`src/logic/pwmag_pkg.sv`:
```
// Package with register map, field positions and action codes of the PWM action generator
`default_nettype none
package pwmag_pkg;
   localparam int PWMAG_NUM_GEN = 3;
   localparam int PWMAG_CNT_W = 16;
   localparam int PWMAG_ADDR_W = 12;
   // Register byte addresses
   localparam logic [11:0] PWMAG_GEN0_OUT_A_ACTIONS = 12'h060;
   localparam logic [11:0] PWMAG_GEN0_OUT_B_ACTIONS = 12'h064;
   localparam logic [11:0] PWMAG_GEN1_OUT_A_ACTIONS = 12'h0a0;
   localparam logic [11:0] PWMAG_GEN1_OUT_B_ACTIONS = 12'h0a4;
   localparam logic [11:0] PWMAG_GEN2_OUT_A_ACTIONS = 12'h0e0;
   localparam logic [11:0] PWMAG_GEN2_OUT_B_ACTIONS = 12'h0e4;
   // Action field positions (low bit of each two-bit field)
   localparam int PWMAG_ON_ZERO_POS = 0;
   localparam int PWMAG_ON_RELOAD_POS = 2;
   localparam int PWMAG_FIRST_RISE_POS = 4;
   localparam int PWMAG_FIRST_FALL_POS = 6;
   localparam int PWMAG_SECOND_RISE_POS = 8;
   localparam int PWMAG_SECOND_FALL_POS = 10;
   localparam int PWMAG_FIELD_W = 12;
   // Reset values and up/down mode code
   localparam logic [11:0] PWMAG_ACTIONS_RESET = 12'h000;
   localparam logic PWMAG_OUT_RESET = 1'b0;
   localparam logic PWMAG_MODE_UPDOWN = 1'b1;
   // Action codes
   localparam logic [1:0] PWMAG_ACT_NONE = 2'h0;
   localparam logic [1:0] PWMAG_ACT_INVERT = 2'h1;
   localparam logic [1:0] PWMAG_ACT_LOW = 2'h2;
   localparam logic [1:0] PWMAG_ACT_HIGH = 2'h3;
endpackage
`default_nettype wire

```
`src/logic/pwmag_top.sv`:
```
// PWM output action generator for three generators with an APB register slave
// How it works
// - Each generator derives zero, load and four comparator events; down mode has two.
// - Action code 0 keeps, 1 inverts, 2 drives low, 3 drives high the output.
// - Bits 1:0 choose the action when the counter reaches zero.
// - Bits 3:2 choose the action when the counter equals the load value.
// - Bits 5:4 act on comparator A match counting up, only in up/down mode.
// - Bits 7:6 act on comparator A match counting down.
// - Bits 9:8 act on comparator B match counting up, only in up/down mode.
// - Bits 11:10 act on comparator B match counting down.
// - Zero or load events override any coinciding comparator event.
// - On the A output comparator A wins over comparator B.
// - On the B output comparator B wins over comparator A.
// - Each generator has separate A and B action registers driving only their own output.
// - A comparator programmed above the load value never matches.
//
// Added by the designer: the APB slave port.
`default_nettype none
module pwmag_top
   import pwmag_pkg::*;
(
   input wire logic i_mclk,
   input wire logic i_sys_rst,
   input wire logic i_clk_en,
   // APB slave
   input wire logic i_psel,
   input wire logic i_penable,
   input wire logic i_pwrite,
   input wire logic [11:0] i_paddr,
   input wire logic [31:0] i_pwdata,
   output logic [31:0] o_prdata,
   output logic o_pready,
   output logic o_pslverr,
   // Counter and comparator state per generator
   input wire logic [2:0] i_count_tick,
   input wire logic [2:0] i_count_up,
   input wire logic [2:0] i_updown_mode,
   input wire logic [2:0][15:0] i_counter,
   input wire logic [2:0][15:0] i_period_reload_value,
   input wire logic [2:0][15:0] i_first_compare,
   input wire logic [2:0][15:0] i_second_compare,
   // PWM outputs
   output logic [2:0] o_generator_output_first,
   output logic [2:0] o_generator_output_second
);

   // Action registers and bus decode
   logic [11:0] actions_a [PWMAG_NUM_GEN];
   logic [11:0] actions_b [PWMAG_NUM_GEN];
   logic access;
   logic done;
   logic rd_strobe;
   logic wr_strobe;
   logic [2:0] wr_a;
   logic [2:0] wr_b;
   logic hit;
   logic [11:0] rd_field;
   // Events and next output levels
   logic [2:0] ev_zero;
   logic [2:0] ev_load;
   logic [2:0] ev_a_up;
   logic [2:0] ev_a_dn;
   logic [2:0] ev_b_up;
   logic [2:0] ev_b_dn;
   logic [2:0] next_out_a;
   logic [2:0] next_out_b;

   // Apply a two-bit action code to the current output level
   function automatic logic pwmag_apply(input logic [1:0] act, input logic cur);
      logic res;
      res = cur;
      unique case (act)
         PWMAG_ACT_NONE: res = cur;
         PWMAG_ACT_INVERT: res = ~cur;
         PWMAG_ACT_LOW: res = 1'b0;
         PWMAG_ACT_HIGH: res = 1'b1;
      endcase
      return res;
   endfunction

   // Comparator match, blocked when the compare value lies above the load value
   function automatic logic pwmag_match(input logic tick, input logic [15:0] cnt, input logic [15:0] cmp,
                                        input logic [15:0] ld);
      logic same;
      same = tick && (cnt == cmp);
      return same && (cmp <= ld);
   endfunction

   // Pick the action that wins for one output, given its events and preference
   function automatic logic [1:0] pwmag_select(input logic [11:0] f, input logic zero, input logic load,
                                               input logic a_up, input logic a_dn, input logic b_up,
                                               input logic b_dn, input logic prefer_b);
      logic [1:0] act;
      logic [1:0] act_a;
      logic [1:0] act_b;
      logic a_ev;
      logic b_ev;
      act = PWMAG_ACT_NONE;
      act_a = a_up ? f[PWMAG_FIRST_RISE_POS +: 2] : f[PWMAG_FIRST_FALL_POS +: 2];
      act_b = b_up ? f[PWMAG_SECOND_RISE_POS +: 2] : f[PWMAG_SECOND_FALL_POS +: 2];
      a_ev = a_up | a_dn;
      b_ev = b_up | b_dn;
      if (zero)
      begin
         act = f[PWMAG_ON_ZERO_POS +: 2];
      end
      else if (load)
      begin
         act = f[PWMAG_ON_RELOAD_POS +: 2];
      end
      else if (a_ev && b_ev)
      begin
         act = prefer_b ? act_b : act_a;
      end
      else if (a_ev)
      begin
         act = act_a;
      end
      else if (b_ev)
      begin
         act = act_b;
      end
      return act;
   endfunction

   // Zero and load events from the counter state of each generator
   always_comb
   begin
      for (int g = 0; g < PWMAG_NUM_GEN; g++)
      begin
         ev_zero[g] = i_count_tick[g] && (i_counter[g] == 16'h0000);
         ev_load[g] = i_count_tick[g] && (i_counter[g] == i_period_reload_value[g]);
      end
   end

   // Comparator events; rising ones only while up/down mode counts up
   always_comb
   begin
      logic a_match;
      logic b_match;
      logic up_ok;
      a_match = 1'b0;
      b_match = 1'b0;
      up_ok = 1'b0;
      for (int g = 0; g < PWMAG_NUM_GEN; g++)
      begin
         a_match = pwmag_match(i_count_tick[g], i_counter[g], i_first_compare[g], i_period_reload_value[g]);
         b_match = pwmag_match(i_count_tick[g], i_counter[g], i_second_compare[g], i_period_reload_value[g]);
         up_ok = (i_updown_mode[g] == PWMAG_MODE_UPDOWN) && i_count_up[g];
         ev_a_up[g] = a_match && up_ok;
         ev_a_dn[g] = a_match && !up_ok;
         ev_b_up[g] = b_match && up_ok;
         ev_b_dn[g] = b_match && !up_ok;
      end
   end

   // Next levels of the first outputs, each from its own A register only
   always_comb
   begin
      for (int g = 0; g < PWMAG_NUM_GEN; g++)
      begin
         next_out_a[g] = pwmag_apply(pwmag_select(actions_a[g], ev_zero[g], ev_load[g], ev_a_up[g],
                                     ev_a_dn[g], ev_b_up[g], ev_b_dn[g], 1'b0),
                                     o_generator_output_first[g]);
      end
   end

   // Next levels of the second outputs, each from its own B register only
   always_comb
   begin
      for (int g = 0; g < PWMAG_NUM_GEN; g++)
      begin
         next_out_b[g] = pwmag_apply(pwmag_select(actions_b[g], ev_zero[g], ev_load[g], ev_a_up[g],
                                     ev_a_dn[g], ev_b_up[g], ev_b_dn[g], 1'b1),
                                     o_generator_output_second[g]);
      end
   end

   // First output flip-flops hold their level between events
   always_ff @(posedge i_mclk or posedge i_sys_rst)
   begin
      if (i_sys_rst)
      begin
         o_generator_output_first <= {3{PWMAG_OUT_RESET}};
      end
      else if (i_clk_en)
      begin
         o_generator_output_first <= next_out_a;
      end
   end

   // Second output flip-flops, kept apart so one output never disturbs the other
   always_ff @(posedge i_mclk or posedge i_sys_rst)
   begin
      if (i_sys_rst)
      begin
         o_generator_output_second <= {3{PWMAG_OUT_RESET}};
      end
      else if (i_clk_en)
      begin
         o_generator_output_second <= next_out_b;
      end
   end

   // Address decode of the six action registers
   always_comb
   begin
      wr_a = 3'h0;
      wr_b = 3'h0;
      hit = 1'b1;
      rd_field = 12'h000;
      unique case (i_paddr)
         PWMAG_GEN0_OUT_A_ACTIONS:
         begin
            wr_a[0] = 1'b1;
            rd_field = actions_a[0];
         end
         PWMAG_GEN0_OUT_B_ACTIONS:
         begin
            wr_b[0] = 1'b1;
            rd_field = actions_b[0];
         end
         PWMAG_GEN1_OUT_A_ACTIONS:
         begin
            wr_a[1] = 1'b1;
            rd_field = actions_a[1];
         end
         PWMAG_GEN1_OUT_B_ACTIONS:
         begin
            wr_b[1] = 1'b1;
            rd_field = actions_b[1];
         end
         PWMAG_GEN2_OUT_A_ACTIONS:
         begin
            wr_a[2] = 1'b1;
            rd_field = actions_a[2];
         end
         PWMAG_GEN2_OUT_B_ACTIONS:
         begin
            wr_b[2] = 1'b1;
            rd_field = actions_b[2];
         end
         default: hit = 1'b0;
      endcase
   end

   // One wait state: ready rises in the second access cycle
   assign access = i_psel && i_penable;
   assign done = access && o_pready;

   // Read data is caught in the first access cycle, a write lands at the completing edge
   assign rd_strobe = access && !o_pready && !i_pwrite;
   assign wr_strobe = done && i_pwrite;

   // Handshake flip-flops; an unmapped address answers with an error
   always_ff @(posedge i_mclk or posedge i_sys_rst)
   begin
      if (i_sys_rst)
      begin
         o_pready <= 1'b0;
         o_pslverr <= 1'b0;
      end
      else if (i_clk_en)
      begin
         o_pready <= access && !o_pready;
         o_pslverr <= access && !o_pready && !hit;
      end
   end

   // Read data flip-flops; upper read bits are zero
   always_ff @(posedge i_mclk or posedge i_sys_rst)
   begin
      if (i_sys_rst)
      begin
         o_prdata <= 32'h0000_0000;
      end
      else if (i_clk_en && rd_strobe)
      begin
         o_prdata <= {20'h00000, rd_field};
      end
   end

   // Action registers, written at the completing edge of a write
   always_ff @(posedge i_mclk or posedge i_sys_rst)
   begin
      if (i_sys_rst)
      begin
         for (int g = 0; g < PWMAG_NUM_GEN; g++)
         begin
            actions_a[g] <= PWMAG_ACTIONS_RESET;
            actions_b[g] <= PWMAG_ACTIONS_RESET;
         end
      end
      else if (i_clk_en && wr_strobe)
      begin
         for (int g = 0; g < PWMAG_NUM_GEN; g++)
         begin
            if (wr_a[g])
            begin
               actions_a[g] <= i_pwdata[PWMAG_FIELD_W-1:0];
            end
            if (wr_b[g])
            begin
               actions_b[g] <= i_pwdata[PWMAG_FIELD_W-1:0];
            end
         end
      end
   end

endmodule // pwmag_top
`default_nettype wire

```
`config.mk`:
```
export PLATFORM = sky130hd
export DESIGN_NAME = pwmag_top
export DESIGN_NICKNAME = d
export VERILOG_FILES = /design/src/logic/pwmag_pkg.sv /design/src/logic/pwmag_top.sv
export SDC_FILE = /design/constraint.sdc
export NUM_CORES = 1
export LEC_CHECK = 0
export BUFFER_PORTS_ARGS = -buffer_cell sky130_fd_sc_hd__buf_4
export CORE_UTILIZATION = 48
export DETAILED_ROUTE_END_ITERATION = 8
export HOLD_SLACK_MARGIN = 0.03
export PLACE_DENSITY_LB_ADDON = 0.3
export REMOVE_ABC_BUFFERS = 1
export SLEW_MARGIN = 10
export SYNTH_ARGS = -nofsm -noshare
export SYNTH_HDL_FRONTEND = slang
export SYNTH_SLANG_ARGS = --single-unit
```
`constraint.sdc`:
```
create_clock -name i_mclk -period 2.95 [get_ports i_mclk]
set_clock_uncertainty 0.05 [all_clocks]
set_input_delay 0.4425 -clock i_mclk [delete_from_list [all_inputs] [get_ports i_mclk]]
set_output_delay 0.4425 -clock i_mclk [all_outputs]
set_load 0.05 [all_outputs]
```
==> results.toml <==
[outcome]
status = "finished, final reports clean"

[synth]
syn_avg_cell_area_um2 = 9.211
synthArstFlopShare = 1.000
yosysWarnings = 0
syn_inst = 989
synth_seq_area_share = 0.2527
ys_ff_latch = 92
synth_top_area_share = 0.2527
synth_most_common_cell = "ha_1"
synth_top_cells_by_area = "dfrtp_1 25%, ha_1 13%, mux2_2 11%, xnor2_1 8.2%, xor2_1 5.8%"
synth_top_family_by_area = "simple AND/OR/NAND/NOR gates"
synth_fa_ha_area_frac = 0.1319
synth_largest_area_cell = "dfrtp_1"
ys_types = 66
syn_area_um2 = 9110
synth_compound_area_frac = 0.1233
netlist_top_cells_count = "96 x ha_1, 92 x dfrtp_1, 90 x mux2_2"
yosys.area_share.simple = 0.1590
synthMuxAreaShare = 0.1437
synthFlopType = "dfrtp_1"
synth-edff-count = 0
synth_xor_xnor_area_share = 0.1394

[clock_tree]
clk_pin_slew_ps = 60
cts_tree = "built"
root_buffer = "clkbuf_16"
postCtsSetupRepairBufs = 0
clk_path_buf_depth = 2
cts_buffers = 9
hold_buffers = 0
insertion_delay_ps = 340
htreeDepth = 3
cts_resized = 0
cts.sinks = 92

[place]
postPlaceCellArea_um2 = 11300
port_buffers = 250
gp_congestion = 0.9349
dp_hpwl_um = 22930

[sta]
fin_crit_sh = 0.8919
maxSlewViolCount = 0
finalSetupViolations = 0
worst_slew_pin_slew_ps = 825.4
grt_setup_unrepaired = "false"
min_period_ps = 2631
max_slew_margin = 0.4491
hold_viol = 0
fin_hold_ws_ps = 187.9
clock.fmax_mhz = 380.1

[die]
core_um2 = 18640
start_util = 0.4887
die_y_um = 139.8
die_area_um2 = 19530
placementRows = 50
die_w_um = 139.8
io_pins = 291

[job]
maxCapViolCount = 0

[global_route]
antenna_found_initial = 0
grtUsageMet1 = 0.3705
grt_use_met2 = 0.4745
grt_pass1_wl_um = 43670
grt_overflow_total = 0
grt_pass1_vias = 8550
grt.total_usage = 0.2837
busiest_layer = "met2"
grt_max_degree = 48
met3_usage = 0.03613

[routing]
drc = 0
wl_per_cell_um = 18.47
firstDrtPassIters = 6
routed_via_density = 5.723
wirelength_um = 27520
vias = 8527
drt_iter0_markers = 447
ant_nets = 0

[setup_path]
critPathLaunchType = "input pin"
reg2reg_from = "actions_a[19]"
crit_top_cell = "a221o_1"
worst-path-buf-inv = 2
startpoint = "i_period_reload_value[23]"
crit_chain = "buf_4 > inv_1 > ha_1 > a21oi_1 > o21ai_0 > a221o_1 > nor3_1 > nor2_1 > o2111a_1 > a221o_1 > o21a_1 > a31oi_1"
path_delay_family = "compound AO/OA/AOI/OAI gates"
cp_slowest_cell = "a221o_1"
critPathKind = "in -> reg"
critPathCaptureType = "flip-flop"
arrival_ps = 2850
critPathMaxFanout = 3
crit_required_ps = 3160
max_stage_delay_ps = 360

[cells_and_area]
fin_util = 0.6219
n_antenna_cell = 0
seq_area_um2 = 2302
nets = 1598
fin_area_um2 = 11590
area.growth.synth_to_final_pct = 27.26
fill_cells = 1621
drive_gt1_frac = 0.3105
multi_input_area_um2 = 6427

[power_and_ir_drop]
p_leak_nw = 5.636
peakVddDrop_mv = 0.2326
power_density_nw_per_um2 = 326.0
p_total_mw = 3.779

[worst_hold_path]
hold_path.class = "in -> async"
-- stage by stage --
| step | std cells | setup TNS, ps | setup WS, ps |
|---|---|---|---|
| 6_report | 1490 | 0 | 318.9 |
| 5_1_grt | 1490 | 0 | 106.7 |
| 4_1_cts | 1490 | 0 | 353.8 |
| 3_5_place_dp | 1474 | 0 | 6.583 |
| 3_3_place_gp | 1474 | 0 | 21.10 |
| 2_1_floorplan | 969 | -2040 | -170.0 |
-- flip-flops by register name, indices dropped and copies added, names as in the netlist --
signal and flops:
actions_a 36, actions_b 36, o_prdata 12, o_generator_output_first 3
o_generator_output_second 3, o_pready 1, o_pslverr 1
-- placed cells by master (no fill, tap or decap), types with 14 or more instances in the layout --
| cell type | instances |
|---|---|
| mux2_2 | 90 |
| nor4_1 | 29 |
| xor2_1 | 60 |
| o21ai_0 | 33 |
| ha_1 | 96 |
| dfrtp_1 | 92 |
| conb_1 | 20 |
| buf_4 | 270 |
| nand4_1 | 39 |
| inv_1 | 59 |
| nor3_1 | 18 |
| a21o_1 | 14 |
| a21oi_1 | 58 |
| xnor2_1 | 85 |
| nand2_1 | 49 |
| nand3_1 | 26 |
| nor2_1 | 45 |
| mux2i_1 | 25 |
-- power breakdown --
part	internal, mW	total [mW]	switching (mW)
clock	0.656	1.13	0.473
sequential	1.30	1.33	0.0241
combinational	0.558	1.32	0.764
-- per-layer routing --
| metal | up-vias | wire (µm) |
|---|---|---|
| met3 | 53 | 1488 |
| met2 | 316 | 12910 |
| met4 | 0 | 857 |
| met1 | 4035 | 12260 |
| met5 | - | 0 |
| li1 | 4123 | - |
-- path summary, 6_finish.rpt --
check                                              end  slack (ps)  cells past startpoint
max                        o_generator_output_first[1]         320                     12
min                                          o_pslverr         190                      2
max reg2reg                o_generator_output_first[1]        1130                      6
min reg2reg                              actions_a[23]         480                      1
max in group asynchronous                  o_prdata[2]        1960                      3
min in group i_mclk                      actions_b[30]         340                      2
-- worst reg2reg max path: cells and delay by family (launching register included) --
kind	cells	cell delay [ps]
muxes	1	140
and+or+nand+nor	1	310
DFF	1	360
AOI/OAI and AO/OA	4	890
-- cell type report --
| cell class | count | share of cell area |
|---|---|---|
| repair buffers | 271 | 0.1766 |
| inverters | 61 | 0.01986 |
| well taps | 234 | 0.02525 |
| multi-input cells | 816 | 0.5544 |
| clock inverters | 6 | 0.005612 |
| clock buffers | 10 | 0.01975 |
| flip-flops and latches | 92 | 0.1986 |
-- kinds of logic after synthesis --
group,after synthesis
and+or+nand+nor,266
AOI/OAI and AO/OA,172
xor gates and xnor gates,145
muxes,117
buffers and inverters,100
adders and majority gates,96
DFF,92
other,1
Power figures use the tool's default switching activity.
